$ cat config.mk
export PLATFORM = sky130hd
export DESIGN_NAME = tcoc_top
export DESIGN_NICKNAME = d
export VERILOG_FILES = /design/src/shared/tcoc_pkg.sv /design/src/verilog/tcoc_chan.sv /design/src/verilog/tcoc_top.sv
export VERILOG_INCLUDE_DIRS = /design/src /design/src/shared
export SDC_FILE = /design/constraint.sdc
export NUM_CORES = 1
export LEC_CHECK = 0
export BUFFER_PORTS_ARGS = -buffer_cell sky130_fd_sc_hd__buf_2
export CAP_MARGIN = 25
export CORE_ASPECT_RATIO = 0.7
export CORE_MARGIN = 1.5
export CORE_UTILIZATION = 51
export DETAILED_ROUTE_END_ITERATION = 8
export GPL_TIMING_DRIVEN = 0
export PLACE_DENSITY = 0.85
export SYNTH_ARGS = -nofsm -noshare
export SYNTH_HDL_FRONTEND = slang
export SYNTH_SLANG_ARGS = --single-unit
$ cat constraint.sdc
create_clock -name clk_i -period 2.98 [get_ports clk_i]
set_input_delay 0.298 -clock clk_i [delete_from_list [all_inputs] [get_ports clk_i]]
set_output_delay 0.298 -clock clk_i [all_outputs]
set_load 0.01 [all_outputs]
$ cat src/shared/tcoc_cfg.svh
// Register map, field positions, codes and reset values of the compare-output block
`ifndef TCOC_CFG_SVH
`define TCOC_CFG_SVH

// ----------------------------------------------------------------
// Word indices on the bus (byte address = index * 4)
// ----------------------------------------------------------------
`define TCOC_IDX_T1_CTRL_A 3'h0
`define TCOC_IDX_T1_CTRL_B 3'h1
`define TCOC_IDX_T3_CTRL_A 3'h2
`define TCOC_IDX_T3_CTRL_B 3'h3
`define TCOC_IDX_STATUS    3'h4
`define TCOC_ADR_HI_ZERO   3'h0

// ----------------------------------------------------------------
// Field positions and reset values
// ----------------------------------------------------------------
`define TCOC_ACT_A_LO      6
`define TCOC_ACT_B_LO      4
`define TCOC_ACT_C_LO      2
`define TCOC_WGML_LO       0
`define TCOC_WGMH_LO       3
`define TCOC_STAT_T3_LO    4
`define TCOC_CTRL_RST      8'h00
`define TCOC_WGMH_RST      2'h0
`define TCOC_MODE_RST      4'h0
`define TCOC_WORD_ZERO     32'h0000_0000

// ----------------------------------------------------------------
// Action codes and mode values
// ----------------------------------------------------------------
`define TCOC_ACT_OFF       2'h0
`define TCOC_ACT_TOG       2'h1
`define TCOC_ACT_CLR       2'h2
`define TCOC_ACT_SET       2'h3
`define TCOC_WGM_FAST_OCA  4'hF
`define TCOC_WGM_PFC_OCA   4'h9
`define TCOC_WGM_PC_OCA    4'hB

`endif

$ cat src/shared/tcoc_pkg.sv
// Types shared by the compare-output control block
`default_nettype none

package tcoc_pkg;

    // Mode class of the waveform mode
    typedef enum logic [1:0] {
        CLS_NONPWM = 2'b00,
        CLS_FAST   = 2'b01,
        CLS_DUAL   = 2'b10
    } tcoc_class_e;

    // Bus slave state
    typedef enum logic {
        BUS_IDLE = 1'b0,
        BUS_ACK  = 1'b1
    } tcoc_bus_e;

    // Counter events of one timer, index 0 = channel A
    typedef struct packed {
        logic [2:0] match;
        logic [2:0] eq_top;
        logic [2:0] eq_bottom;
        logic       bottom;
        logic       up;
    } tcoc_cnt_s;

    // Pin side of one timer
    typedef struct packed {
        logic [2:0] wave;
        logic [2:0] ovr;
        logic [2:0] oe;
    } tcoc_pins_s;

endpackage : tcoc_pkg

`default_nettype wire

$ cat src/verilog/tcoc_chan.sv
// One compare-output channel: action decode, waveform flop and pin override
`include "tcoc_cfg.svh"
`default_nettype none

module tcoc_chan (
    // Clock and reset
    input  wire logic       clk_i,
    input  wire logic       rst_i,
    // Setup
    input  wire logic [1:0] act_i,
    input  wire logic [3:0] mode_i,
    input  wire logic       is_a_i,
    input  wire logic       dir_out_i,
    // Counter events
    input  wire logic       match_i,
    input  wire logic       bottom_i,
    input  wire logic       up_i,
    input  wire logic       eq_top_i,
    input  wire logic       eq_bottom_i,
    // Pin side
    output logic            wave_o,
    output logic            ovr_o,
    output logic            oe_o
);

    function automatic tcoc_pkg::tcoc_class_e class_of(input logic [3:0] m);
        case (m)
            4'h0, 4'h4, 4'hC, 4'hD: class_of = tcoc_pkg::CLS_NONPWM;
            4'h5, 4'h6, 4'h7, 4'hE, 4'hF: class_of = tcoc_pkg::CLS_FAST;
            default: class_of = tcoc_pkg::CLS_DUAL;
        endcase
    endfunction : class_of

    tcoc_pkg::tcoc_class_e cls;
    logic tog_ok, conn, tog;
    logic wave_nxt, ovr_nxt, oe_nxt;

    always_comb begin
        cls = class_of(mode_i);
        case (cls)
            tcoc_pkg::CLS_NONPWM: tog_ok = 1'b1;
            tcoc_pkg::CLS_FAST:   tog_ok = is_a_i && (mode_i == `TCOC_WGM_FAST_OCA);
            default: tog_ok = is_a_i && (mode_i == `TCOC_WGM_PFC_OCA ||
                                         mode_i == `TCOC_WGM_PC_OCA);
        endcase
        conn = (act_i != `TCOC_ACT_OFF) && (act_i != `TCOC_ACT_TOG || tog_ok);
        tog = (act_i == `TCOC_ACT_TOG) && tog_ok && match_i;
        wave_nxt = tog ? !wave_o : wave_o;
        if (act_i[1]) begin
            case (cls)
                tcoc_pkg::CLS_NONPWM: begin
                    if (match_i) wave_nxt = act_i[0];
                end
                tcoc_pkg::CLS_FAST: begin
                    if (bottom_i) wave_nxt = !act_i[0];
                    if (match_i && !eq_top_i) wave_nxt = act_i[0];
                end
                default: begin
                    if (eq_bottom_i) wave_nxt = act_i[0];
                    else if (eq_top_i) wave_nxt = !act_i[0];
                    else if (match_i) wave_nxt = up_i ? act_i[0] : !act_i[0];
                end
            endcase
        end
        ovr_nxt = conn;
        oe_nxt = conn && dir_out_i;
    end

    always_ff @(posedge clk_i) begin
        if (rst_i) begin
            wave_o <= 1'b0;
            ovr_o  <= 1'b0;
            oe_o   <= 1'b0;
        end else begin
            wave_o <= wave_nxt;
            ovr_o  <= ovr_nxt;
            oe_o   <= oe_nxt;
        end
    end

    chk_oe_needs_dir: assert property (@(posedge clk_i) disable iff (rst_i)
        !dir_out_i |=> !oe_o) else $error("driver on without output direction");
    chk_off_disconn: assert property (@(posedge clk_i) disable iff (rst_i)
        act_i == `TCOC_ACT_OFF |=> !ovr_o && !oe_o) else $error("off field still connected");
    chk_fast_top_ign: assert property (@(posedge clk_i) disable iff (rst_i)
        cls == tcoc_pkg::CLS_FAST && act_i[1] && match_i && eq_top_i && !bottom_i
        |=> wave_o == $past(wave_o)) else $error("match at top not ignored");
    chk_dual_hold: assert property (@(posedge clk_i) disable iff (rst_i)
        cls == tcoc_pkg::CLS_DUAL && act_i == `TCOC_ACT_CLR && eq_bottom_i [*2]
        |=> !wave_o) else $error("bottom compare not held low");
    chk_nonpwm_tog: assert property (@(posedge clk_i) disable iff (rst_i)
        cls == tcoc_pkg::CLS_NONPWM && act_i == `TCOC_ACT_TOG && match_i
        |=> wave_o != $past(wave_o)) else $error("toggle on match missing");

endmodule : tcoc_chan

`default_nettype wire

$ cat src/verilog/tcoc_top.sv
// Compare-output control for timers 1 and 3, with a classic Wishbone register slave
//
// What this block does
// A nonzero action field routes that channel's waveform to its pin, except an 01 that R7 or R10 leaves disconnected.
// Channel B action sits at bits 5:4, channel C at bits 3:2.
// The pin is driven only when its direction bit selects output.
// Each action field is read by the current mode class.
// Field 00 leaves the channel disconnected in every mode.
// Non-PWM: 01 toggles, 10 clears, 11 sets on compare match.
// Fast PWM 01 toggles channel A only in mode 15; others disconnected.
// Fast PWM 10 clears on match, sets at bottom; 11 the reverse.
// Fast PWM compare equal to top ignores match, keeps bottom action.
// Dual-slope 01 toggles channel A only in modes 9 or 11.
// Dual-slope 10 clears on up-count match, sets on down-count; 11 reverse.
// Dual-slope compare at bottom holds low, at top high; inverted opposite.
// Mode is two low bits of control A plus two bits of control B.
// Both control A registers read zero after reset.
//
// The register offsets and the Wishbone interface to the registers are this design's own decisions.
`include "tcoc_cfg.svh"
`default_nettype none

module tcoc_top (
    // Clock and reset
    input  wire logic                          clk_i,
    input  wire logic                          rst_i,
    // Wishbone slave
    input  wire logic                          wb_cyc_i,
    input  wire logic                          wb_stb_i,
    input  wire logic                          wb_we_i,
    input  wire logic [7:0]                    wb_adr_i,
    input  wire logic [3:0]                    wb_sel_i,
    input  wire logic [31:0]                   wb_dat_i,
    output logic      [31:0]                   wb_dat_o,
    output logic                               wb_ack_o,
    // Counter events, index 0 = timer 1, index 1 = timer 3
    input  wire tcoc_pkg::tcoc_cnt_s  [1:0]    cnt_i,
    // Port direction bits of the three compare pins of each timer
    input  wire logic [1:0][2:0]               dir_out_i,
    // Compare pins
    output tcoc_pkg::tcoc_pins_s [1:0]         pins_o,
    // Waveform mode to the counters
    output logic [1:0][3:0]                    waveform_mode_sel_o
);

    // ----------------------------------------------------------------
    // Decoding
    // ----------------------------------------------------------------

    // Only the low five words, indices 0 to 4, are decoded
    function automatic logic is_mapped(input logic [7:0] adr);
        is_mapped = (adr[7:5] == `TCOC_ADR_HI_ZERO) && (adr[4:2] <= `TCOC_IDX_STATUS);
    endfunction : is_mapped

    function automatic logic [1:0] act_field(input logic [7:0] ctrl, input logic [1:0] ch);
        case (ch)
            2'h0:    act_field = ctrl[`TCOC_ACT_A_LO +: 2];
            2'h1:    act_field = ctrl[`TCOC_ACT_B_LO +: 2];
            default: act_field = ctrl[`TCOC_ACT_C_LO +: 2];
        endcase
    endfunction : act_field

    // ----------------------------------------------------------------
    // Register state
    // ----------------------------------------------------------------

    tcoc_pkg::tcoc_bus_e bus_st_r;
    tcoc_pkg::tcoc_bus_e bus_st_nxt;
    logic [1:0][7:0]     ctrl_a_r;
    logic [1:0][7:0]     ctrl_a_nxt;
    logic [1:0][1:0]     wgm_hi_r;
    logic [1:0][1:0]     wgm_hi_nxt;
    logic [1:0][3:0]     mode_nxt;
    logic [31:0]         dat_nxt;
    logic                req;
    logic                wr_lane0;
    logic [2:0]          idx;
    logic [7:0]          status;

    always_comb begin
        req = wb_cyc_i && wb_stb_i && (bus_st_r == tcoc_pkg::BUS_IDLE);
        wr_lane0 = req && wb_we_i && wb_sel_i[0] && is_mapped(wb_adr_i);
        idx = wb_adr_i[4:2];
        ctrl_a_nxt = ctrl_a_r;
        wgm_hi_nxt = wgm_hi_r;
        dat_nxt = `TCOC_WORD_ZERO;
        status = {1'b0, pins_o[1].wave, 1'b0, pins_o[0].wave};
        case (bus_st_r)
            tcoc_pkg::BUS_IDLE: bus_st_nxt = req ? tcoc_pkg::BUS_ACK : tcoc_pkg::BUS_IDLE;
            tcoc_pkg::BUS_ACK:  bus_st_nxt = tcoc_pkg::BUS_IDLE;
            default:            bus_st_nxt = tcoc_pkg::BUS_IDLE;
        endcase
        // Writes land in byte lane 0 only
        if (wr_lane0) begin
            case (idx)
                `TCOC_IDX_T1_CTRL_A: ctrl_a_nxt[0] = wb_dat_i[7:0];
                `TCOC_IDX_T3_CTRL_A: ctrl_a_nxt[1] = wb_dat_i[7:0];
                `TCOC_IDX_T1_CTRL_B: wgm_hi_nxt[0] = wb_dat_i[`TCOC_WGMH_LO +: 2];
                `TCOC_IDX_T3_CTRL_B: wgm_hi_nxt[1] = wb_dat_i[`TCOC_WGMH_LO +: 2];
                default: ;
            endcase
        end
        // Unmapped reads answer with zero
        if (req && !wb_we_i && is_mapped(wb_adr_i)) begin
            case (idx)
                `TCOC_IDX_T1_CTRL_A: dat_nxt[7:0] = ctrl_a_r[0];
                `TCOC_IDX_T3_CTRL_A: dat_nxt[7:0] = ctrl_a_r[1];
                `TCOC_IDX_T1_CTRL_B: dat_nxt[`TCOC_WGMH_LO +: 2] = wgm_hi_r[0];
                `TCOC_IDX_T3_CTRL_B: dat_nxt[`TCOC_WGMH_LO +: 2] = wgm_hi_r[1];
                `TCOC_IDX_STATUS:    dat_nxt[7:0] = status;
                default: ;
            endcase
        end
        for (int t = 0; t < 2; t++) begin
            mode_nxt[t] = {wgm_hi_nxt[t], ctrl_a_nxt[t][`TCOC_WGML_LO +: 2]};
        end
    end

    always_ff @(posedge clk_i) begin
        if (rst_i) begin
            bus_st_r <= tcoc_pkg::BUS_IDLE;
            ctrl_a_r <= {2{`TCOC_CTRL_RST}};
            wgm_hi_r <= {2{`TCOC_WGMH_RST}};
            waveform_mode_sel_o <= {2{`TCOC_MODE_RST}};
            wb_dat_o <= `TCOC_WORD_ZERO;
            wb_ack_o <= 1'b0;
        end else begin
            bus_st_r <= bus_st_nxt;
            ctrl_a_r <= ctrl_a_nxt;
            wgm_hi_r <= wgm_hi_nxt;
            waveform_mode_sel_o <= mode_nxt;
            wb_dat_o <= dat_nxt;
            wb_ack_o <= (bus_st_nxt == tcoc_pkg::BUS_ACK);
        end
    end

    // ----------------------------------------------------------------
    // Channels
    // ----------------------------------------------------------------

    // The mode register lags a write by nothing: mode and action change together
    for (genvar t = 0; t < 2; t++) begin : g_tmr
        for (genvar c = 0; c < 3; c++) begin : g_ch
            tcoc_chan u_chan (
                .clk_i       (clk_i),
                .rst_i       (rst_i),
                .act_i       (act_field(ctrl_a_r[t], 2'(c))),
                .mode_i      (waveform_mode_sel_o[t]),
                .is_a_i      (c == 0),
                .dir_out_i   (dir_out_i[t][c]),
                .match_i     (cnt_i[t].match[c]),
                .bottom_i    (cnt_i[t].bottom),
                .up_i        (cnt_i[t].up),
                .eq_top_i    (cnt_i[t].eq_top[c]),
                .eq_bottom_i (cnt_i[t].eq_bottom[c]),
                .wave_o      (pins_o[t].wave[c]),
                .ovr_o       (pins_o[t].ovr[c]),
                .oe_o        (pins_o[t].oe[c])
            );
        end
    end

    // ----------------------------------------------------------------
    // Checks
    // ----------------------------------------------------------------

    chk_ack_single: assert property (@(posedge clk_i) disable iff (rst_i)
        wb_ack_o |=> !wb_ack_o)
        else $error("ack held longer than one cycle");

    chk_ack_latency: assert property (@(posedge clk_i) disable iff (rst_i)
        wb_cyc_i && wb_stb_i && !wb_ack_o && !$past(wb_ack_o) |=> wb_ack_o)
        else $error("request not answered in one cycle");

    chk_ctrl_write: assert property (@(posedge clk_i) disable iff (rst_i)
        req && wb_we_i && wb_sel_i[0] && wb_adr_i == {3'h0, `TCOC_IDX_T1_CTRL_A, 2'h0}
        |=> ctrl_a_r[0] == $past(wb_dat_i[7:0]))
        else $error("control A write lost");

    chk_chan_b_off: assert property (@(posedge clk_i) disable iff (rst_i)
        ctrl_a_r[0][`TCOC_ACT_B_LO +: 2] == `TCOC_ACT_OFF [*2] |-> !pins_o[0].ovr[1])
        else $error("channel B connected with field zero");

    chk_mode_form: assert property (@(posedge clk_i) disable iff (rst_i)
        req && wb_we_i && wb_sel_i[0] && wb_adr_i == {3'h0, `TCOC_IDX_T3_CTRL_B, 2'h0}
        |=> waveform_mode_sel_o[1][3:2] == $past(wb_dat_i[`TCOC_WGMH_LO +: 2]))
        else $error("mode upper bits not taken");

    chk_unmapped_zero: assert property (@(posedge clk_i) disable iff (rst_i)
        req && !wb_we_i && !is_mapped(wb_adr_i) |=> wb_ack_o && wb_dat_o == `TCOC_WORD_ZERO)
        else $error("unmapped read not zero");

endmodule : tcoc_top

`default_nettype wire

==> results of run 1 <==
==> power breakdown <==
group / switching (mW) / internal, mW / leakage, nW
clock: 0.234 / 0.165 / 0.0412
combinational: 0.0885 / 0.0706 / 1.34
sequential: 0.000808 / 0.682 / 0.411
==> cells by family (layout without fill, tap and decap cells) <==
family	after synthesis	in the layout	share of synthesized area (%)
multiplexers	33	33	11.3
buffers and inverters	70	160	14.2
other	1	24	0.119
flip-flops	51	51	32.3
XOR/XNOR	3	3	0.831
AND/OR/NAND/NOR	136	136	23.1
AO/OA/AOI/OAI	89	89	18.2
==> placed cells by master, fill, tap and decap left out, drive strengths merged, types with 5 or more instances in the layout <==
master and n:
a21boi 5, a21oi 29, a31oi 9, and2 6, buf 135, clkbuf 14
conb 24, dfxtp 51, inv 9, mux2i 30, nand2 28, nand2b 8
nor2 50, nor2b 14, nor3 7, o21ai 12, o221ai 6
==> final cells by class <==
cell class	instances	area (sq um)
fillers	511	2000
multi-input cells	285	1780
flip-flops and latches	51	1020
plain buffers	61	414
repair buffers	82	410
well taps	75	93.8
clock buffers	6	72.6
inverters	9	33.8
clock inverters	2	12.5
==> path summary, 6_finish.rpt <==
path	end	slack, ps	cells after the start
worst max-delay path	g_tmr[1].g_ch[1].u_chan.wave_o	1170	6
worst min-delay path	g_tmr[1].g_ch[1].u_chan.oe_o	180	2
worst max register to register	g_tmr[1].g_ch[1].u_chan.wave_o	1170	6
worst min register to register	bus_st_r	520	2
==> flip-flops by register name, indices dropped and copies added, names as in the netlist <==
name                      count
waveform_mode_sel_o           8
g_tmr.g_ch.u_chan.cls         4
ctrl_a_r                     12
g_tmr.g_ch.u_chan.oe_o        6
bus_st_r                      1
g_tmr.g_ch.u_chan.wave_o      6
wb_dat_o                      8
g_tmr.g_ch.u_chan.ovr_o       6
==> stage by stage <==
stage / util [%] / std cells / hold WS, ps / area [sq um] / setup WS, ps
after detailed placement: 64.2 / 563 / 501 / 3750 / 984
final: 65.7 / 571 / 178 / 3840 / 1170
after global routing: 65.7 / 571 / 175 / 3840 / 1070
after CTS: 65.7 / 571 / 180 / 3840 / 1190
after floorplan: - / 406 / 420 / 3250 / 1380
after global placement: 64.2 / 563 / 499 / 3750 / 1020
==> cells in the mapped netlist (2+ instances only) <==
| cell | number | area (sq um) |
|---|---|---|
| o211ai_1 | 3 | 22.5 |
| a21oi_1 | 29 | 145 |
| buf_1 | 2 | 7.51 |
| o22ai_1 | 2 | 12.5 |
| xnor2_1 | 3 | 26.3 |
| buf_4 | 46 | 345 |
| o21ai_1 | 3 | 15.0 |
| mux4_2 | 2 | 45.0 |
| or2_1 | 2 | 12.5 |
| o221ai_1 | 6 | 52.6 |
| a31oi_1 | 9 | 56.3 |
| o31a_1 | 2 | 17.5 |
| a21boi_0 | 4 | 30.0 |
| a21o_1 | 3 | 22.5 |
| mux2i_1 | 30 | 300 |
| and2_1 | 6 | 37.5 |
| clkbuf_1 | 8 | 30.0 |
| o2111ai_1 | 2 | 17.5 |
| nand2_1 | 28 | 105 |
| o21a_1 | 4 | 30.0 |
| buf_2 | 4 | 20.0 |
| and3b_1 | 2 | 17.5 |
| nand2b_1 | 8 | 50.1 |
| o31ai_1 | 2 | 15.0 |
| nor3_1 | 6 | 30.0 |
| nor3b_1 | 3 | 22.5 |
| dfxtp_1 | 51 | 1020 |
| nand4_1 | 2 | 12.5 |
| a311oi_1 | 3 | 26.3 |
| nand3_1 | 3 | 15.0 |
| inv_1 | 9 | 33.8 |
| o21ai_0 | 9 | 45.0 |
| a211oi_1 | 3 | 22.5 |
| nor4_4 | 2 | 42.5 |
| nor2_1 | 49 | 184 |
| nor2b_1 | 14 | 87.6 |
==> metal layers <==
metal / vias to the layer above / GRT usage [%] / wire (um)
li1: 1498 / - / -
met5: - / 0 / 0
met2: 189 / 41.0 / 3740
met3: 16 / 4.64 / 860
met4: 0 / 7.43 / 129
met1: 1390 / 33.0 / 3480
==> worst reg2reg max path, stage by stage, from the launching register on <==
cell      delay (ps)
dfxtp_1          310
clkbuf_1         340
nand2_1          170
or4_4            450
a211oi_1         240
o21ai_1           90
a21boi_1         160
==> run summary, run 1 <==
Worst path max stage delay = 440 ps
CTS tree = built
CP Capture Type = register
IO Pins = 136
Crit path launch = ctrl_a_r[12]
# clock sinks = 51
Buffers on Ports = 82
FMAX = 551 MHz
Final setup fails = 0
Synthesis-to-layout area growth = 21.4%
Worst Hold Class = input port to register
Final period util = 60.9%
DRC = 0
Slew headroom = 59.6%
TritonCTS buffer count = 5
LEAKAGE = 1.79 nW
Final ANT Viol Nets = 0
CP max stage cell = or4_4
Syn Std Cell Area = 0.00316 sq mm
Post-CTS setup buffer count = 0
Worst path cell trace = clkbuf_1 > nand2_1 > or4_4 > a211oi_1 > o21ai_1 > a21boi_1
Required @ worst endpoint = 3230 ps
Register area share after synthesis = 32.3%
Max cap viols = 0
Post-CTS Hold Buffers = 0
Vias = 3093
Worst-Margin Slew = 607 ps
Mapped Avg Cell Area = 8.26 sq um
Final Power = 1.24 mW
Worst Skew = 10.5 ps
Grt ovf = 0
Row count = 23
Vias in the first global route = 2702
Gr usage total = 24.6%
Die ar. = 0.00669 sq mm
First drt pass iteration count = 5
RSZ-0062 raised after global routing = false
Arr. time, crit path = 2060 ps
Crit-path max FO = 9
Ys Warns = 0
Pwr Density = 323 mW/mm^2
Via-per-instance ratio = 5.42
Seq cells post-synth = 51
GP Congestion = 0.899
Largest net degree at the start of global routing = 16
Status = completed
Worst vdd ir = 0.000196 V
Final WL = 8.21 mm
Yosys cell types = 55
Mapped Cells = 383
Crit path kind = register to register
# diodes = 0
Top Family by Delay on Critical Path = simple AND/OR/NAND/NOR gates
Final-report hold violation count = 0
Post-DP HPWL = 6.37 mm
Hold Startpoint = dir_out_i[4]
CTS-repair resized insts = 0
Max Slew Vio Count = 0
Core area = 0.00584 sq mm
Post-synth EDFFs = 0
Clk pin slew, worst setup/hold paths = 100 ps
Max clock buf depth = 2
Buffer and inverter count on the worst path = 1
Average wire per standard cell = 14.4 um
Initial Utilization = 54.1%
Critical path launch point type = register
Post-layout min period = 1810 ps
Skew-Pair Late Insertion Delay = 310 ps
Asr flop ratio synth = 0%
Initial antenna violation count = 0
R2R Path Start = ctrl_a_r[12]
Setup_tns = 0 ps
Fraction of layout cells with a size suffix above 1 = 31.0%
Die X = 97.1 um
First-pass GRT wire length = 12.9 mm
Main flop type after synthesis = dfxtp_1
H-tree Lvls = 2
Nets = 572
Die height = 68.9 um
Root Driver = clkbuf_8
Starting DRT DRC Count = 303
No activity file was read; power rests on OpenSTA's default activity.
==> run 2: changes to the inputs <==
--- a/config.mk
+++ b/config.mk
@@ -10,10 +10,10 @@
 export CAP_MARGIN = 25
 export CORE_ASPECT_RATIO = 0.7
 export CORE_MARGIN = 1.5
-export CORE_UTILIZATION = 51
+export CORE_UTILIZATION = 48
 export DETAILED_ROUTE_END_ITERATION = 8
 export GPL_TIMING_DRIVEN = 0
-export PLACE_DENSITY = 0.85
+export PLACE_DENSITY = 0.81
 export SYNTH_ARGS = -nofsm -noshare
 export SYNTH_HDL_FRONTEND = slang
 export SYNTH_SLANG_ARGS = --single-unit
==> constraint.sdc (replaced) <==
create_clock -name clk_i -period 1.8 [get_ports clk_i]
set_input_delay 0.18 -clock clk_i [delete_from_list [all_inputs] [get_ports clk_i]]
set_output_delay 0.18 -clock clk_i [all_outputs]
set_load 0.01 [all_outputs]
==> run 2 against run 1 <==
Net effect: flip-flop and latch count did not move; highest routed layer unchanged; count of clock-buffer cells in the layout did not move; routed wire length fell by 3.7%; clock skew fell by 5.6 ps; sequential share of layout area fell by 0.40 points; largest power group unchanged; combinational power rose by 65%; core utilization fell by 3.9 points.
==> run summary, run 2 (synthesis gave the netlist of run 1 again) <==
Vias = 3019 (was 3093)
Top Family by Delay on Critical Path = compound AO/OA/AOI/OAI gates (was simple AND/OR/NAND/NOR gates)
Post-DP HPWL = 6.22 mm (was 6.37 mm)
Initial antenna violation count = 0 (unchanged)
Arr. time, crit path = 1870 ps (was 2060 ps)
WP depth = 7 (was 6)
TritonCTS buffer count = 5 (unchanged)
Max reg flops = 12 (unchanged)
First drt pass iteration count = 5 (unchanged)
Post-CTS setup buffer count = 0 (unchanged)
Final setup fails = 0 (unchanged)
Largest net degree at the start of global routing = 16 (unchanged)
Clk pin slew, worst setup/hold paths = 90 ps (was 100 ps)
Skew-Pair Late Insertion Delay = 310 ps (about the same)
Worst Hold Class = input port to register (unchanged)
Buffer and inverter count on the worst path = 2 (was 1)
Required @ worst endpoint = 1970 ps (was 3230 ps)
Reg-to-Reg End = g_tmr[0].g_ch[2].u_chan.wave_o (was g_tmr[1].g_ch[1].u_chan.wave_o)
Reg2Reg Depth = 7 (was 6)
Final WL = 7.91 mm (was 8.21 mm)
Fill cell count = 559 (was 511)
Final-report hold violation count = 0 (unchanged)
Starting DRT DRC Count = 263 (was 303)
Max Slew Vio Count = 0 (unchanged)
H-tree Lvls = 2 (unchanged)
Dpl ws = -67.4 ps (was 984 ps)
RSZ-0062 raised after global routing = false (unchanged)
Crit-path max FO = 9 (unchanged)
Row count = 24 (was 23)
Worst path max stage delay = 330 ps (was 440 ps)
Slew headroom = 59.8% (was 59.6%)
Worst Skew = 4.95 ps (was 10.5 ps)
Via-per-instance ratio = 5.29 (was 5.42)
Fraction of layout cells with a size suffix above 1 = 31.8% (was 31.0%)
CP max stage cell = o31a_1 (was or4_4)
Pwr Density = 595 mW/mm^2 (was 323 mW/mm^2)
Hold worst-path end = g_tmr[1].g_ch[2].u_chan.oe_o (was g_tmr[1].g_ch[1].u_chan.oe_o)
Post-layout min period = 1700 ps (was 1810 ps)
First-pass GRT wire length = 12.9 mm (unchanged)
# clock sinks = 51 (unchanged)
Worst vdd ir = 0.000369 V (was 0.000196 V)
Synthesis-to-layout area growth = 23.2% (was 21.4%)
Vias in the first global route = 2737 (was 2702)
Max cap viols = 0 (unchanged)
Status = completed (unchanged)
Hold Startpoint = dir_out_i[5] (was dir_out_i[4])
FMAX = 588 MHz (was 551 MHz)
Biggest register = ctrl_a_r (unchanged)
Die height = 70.9 um (was 68.9 um)
Final period util = 94.5% (was 60.9%)
CP Capture Type = register (unchanged)
Most common cell after layout, fill and taps aside = buf_2 (unchanged)
Final hold slack = 67.2 ps (was 178 ps)
DRC = 0 (unchanged)
LEAKAGE = 1.81 nW (was 1.79 nW)
Root Driver = clkbuf_8 (unchanged)
GP Congestion = 0.903 (was 0.899)
Average wire per standard cell = 13.9 um (was 14.4 um)
Nets = 569 (was 572)
Buffers on Ports = 82 (unchanged)
# diodes = 0 (unchanged)
Worst path cell trace = buf_2 > or2_1 > clkbuf_4 > o31a_1 > o21ai_2 > a21o_1 > a311oi_1 (was clkbuf_1 > nand2_1 > or4_4 > a211oi_1 > o21ai_1 > a21boi_1)
Biggest regs = ctrl_a_r (12), waveform_mode_sel_o (8), wb_dat_o (8) (unchanged)
Register area = 0.00102 sq mm (unchanged)
Initial Utilization = 50.1% (was 54.1%)
Die ar. = 0.00709 sq mm (was 0.00669 sq mm)
IO Pins = 136 (unchanged)
CTS tree = built (unchanged)
Critical path launch point type = register (unchanged)
Setup slack, reg-to-reg = 100 ps (was 1170 ps)
Grt ovf = 0 (unchanged)
WHS Path Cells = 2 (unchanged)
Worst-Margin Slew = 604 ps (was 607 ps)
Final ANT Viol Nets = 0 (unchanged)
R2R Path Start = g_tmr[0].g_ch[2].u_chan.cls[1] (was ctrl_a_r[12])
Crit path kind = register to register (unchanged)
Die X = 100 um (was 97.1 um)
Multi-input gate area = 0.00180 sq mm (was 0.00178 sq mm)
Core area = 0.00631 sq mm (was 0.00584 sq mm)
Gr usage total = 22.8% (was 24.6%)
Max clock buf depth = 2 (unchanged)
Final worst setup slack = 98.5 ps (was 1170 ps)
Most frequent cells in the layout = buf_2 (85), dfxtp_1 (51), nor2_1 (49), buf_4 (46), mux2i_1 (30) (was buf_2 (86), dfxtp_1 (51), nor2_1 (49), buf_4 (46), mux2i_1 (30))
[run 2: layout make-up]
class | count | share of cell area, %
inverters | 9 | 0.867
flip-flops and latches | 51 | 26.2
well taps | 78 | 2.50
multi-input cells | 285 | 46.1
clock inverters | 2 | 1.54
plain buffers | 58 | 10.4
clock buffers | 6 | 1.86
repair buffers | 82 | 10.5
[run 2: where the power goes]
part           leakage [nW]  internal (mW)  switching (mW)
Sequential            0.411           1.13         0.00146
Combinational          1.33          0.117           0.145
Clock                0.0654          0.555           0.371
Total                  1.81           1.80           0.518
[run 2: metal layers]
metal | vias up | track usage, % | routed length, um
met1 | 1348 | 32.3 | 3680
met5 | - | 0 | 0
met2 | 162 | 35.8 | 3420
met4 | 0 | 5.63 | 126
met3 | 14 | 4.84 | 683
li1 | 1495 | - | -
[run 2: how the worst max path moves through the flow]
stage / end / from
detailed placement: waveform_mode_sel_o[3] / rst_i
floorplan: g_tmr[1].g_ch[1].u_chan.wave_o / g_tmr[1].g_ch[0].u_chan.cls[1]
global route: g_tmr[1].g_ch[1].u_chan.wave_o / g_tmr[1].g_ch[0].u_chan.cls[1]
finish: g_tmr[0].g_ch[2].u_chan.wave_o / g_tmr[0].g_ch[2].u_chan.cls[1]
CTS: g_tmr[1].g_ch[1].u_chan.wave_o / ctrl_a_r[12]
global placement: waveform_mode_sel_o[1] / rst_i
[run 2: metrics by stage]
stage                     total power, mW  TNS, ps  util, %  instances  cell area, sq um
after floorplan                      1.31        0        -        406              3250
after global placement               1.40     -273     59.6        566              3760
after detailed placement             1.41     -870     59.6        566              3760
after CTS                            2.32        0     61.7        574              3890
after global routing                 2.41        0     61.8        571              3900
final                                2.32        0     61.8        571              3900
[run 2: worst register-to-register path: stages (launching register included)]
cell and delay, ps:
dfxtp_1 300, buf_2 170, or2_1 210, clkbuf_4 190, o31a_1 330, o21ai_2 160, a21o_1 130, a311oi_1 80
[run 2: timing repair]
item	4_1_cts	5_1_grt
resized for setup	0	5
setup endpoints to repair	0	7
hold buffers	0	0
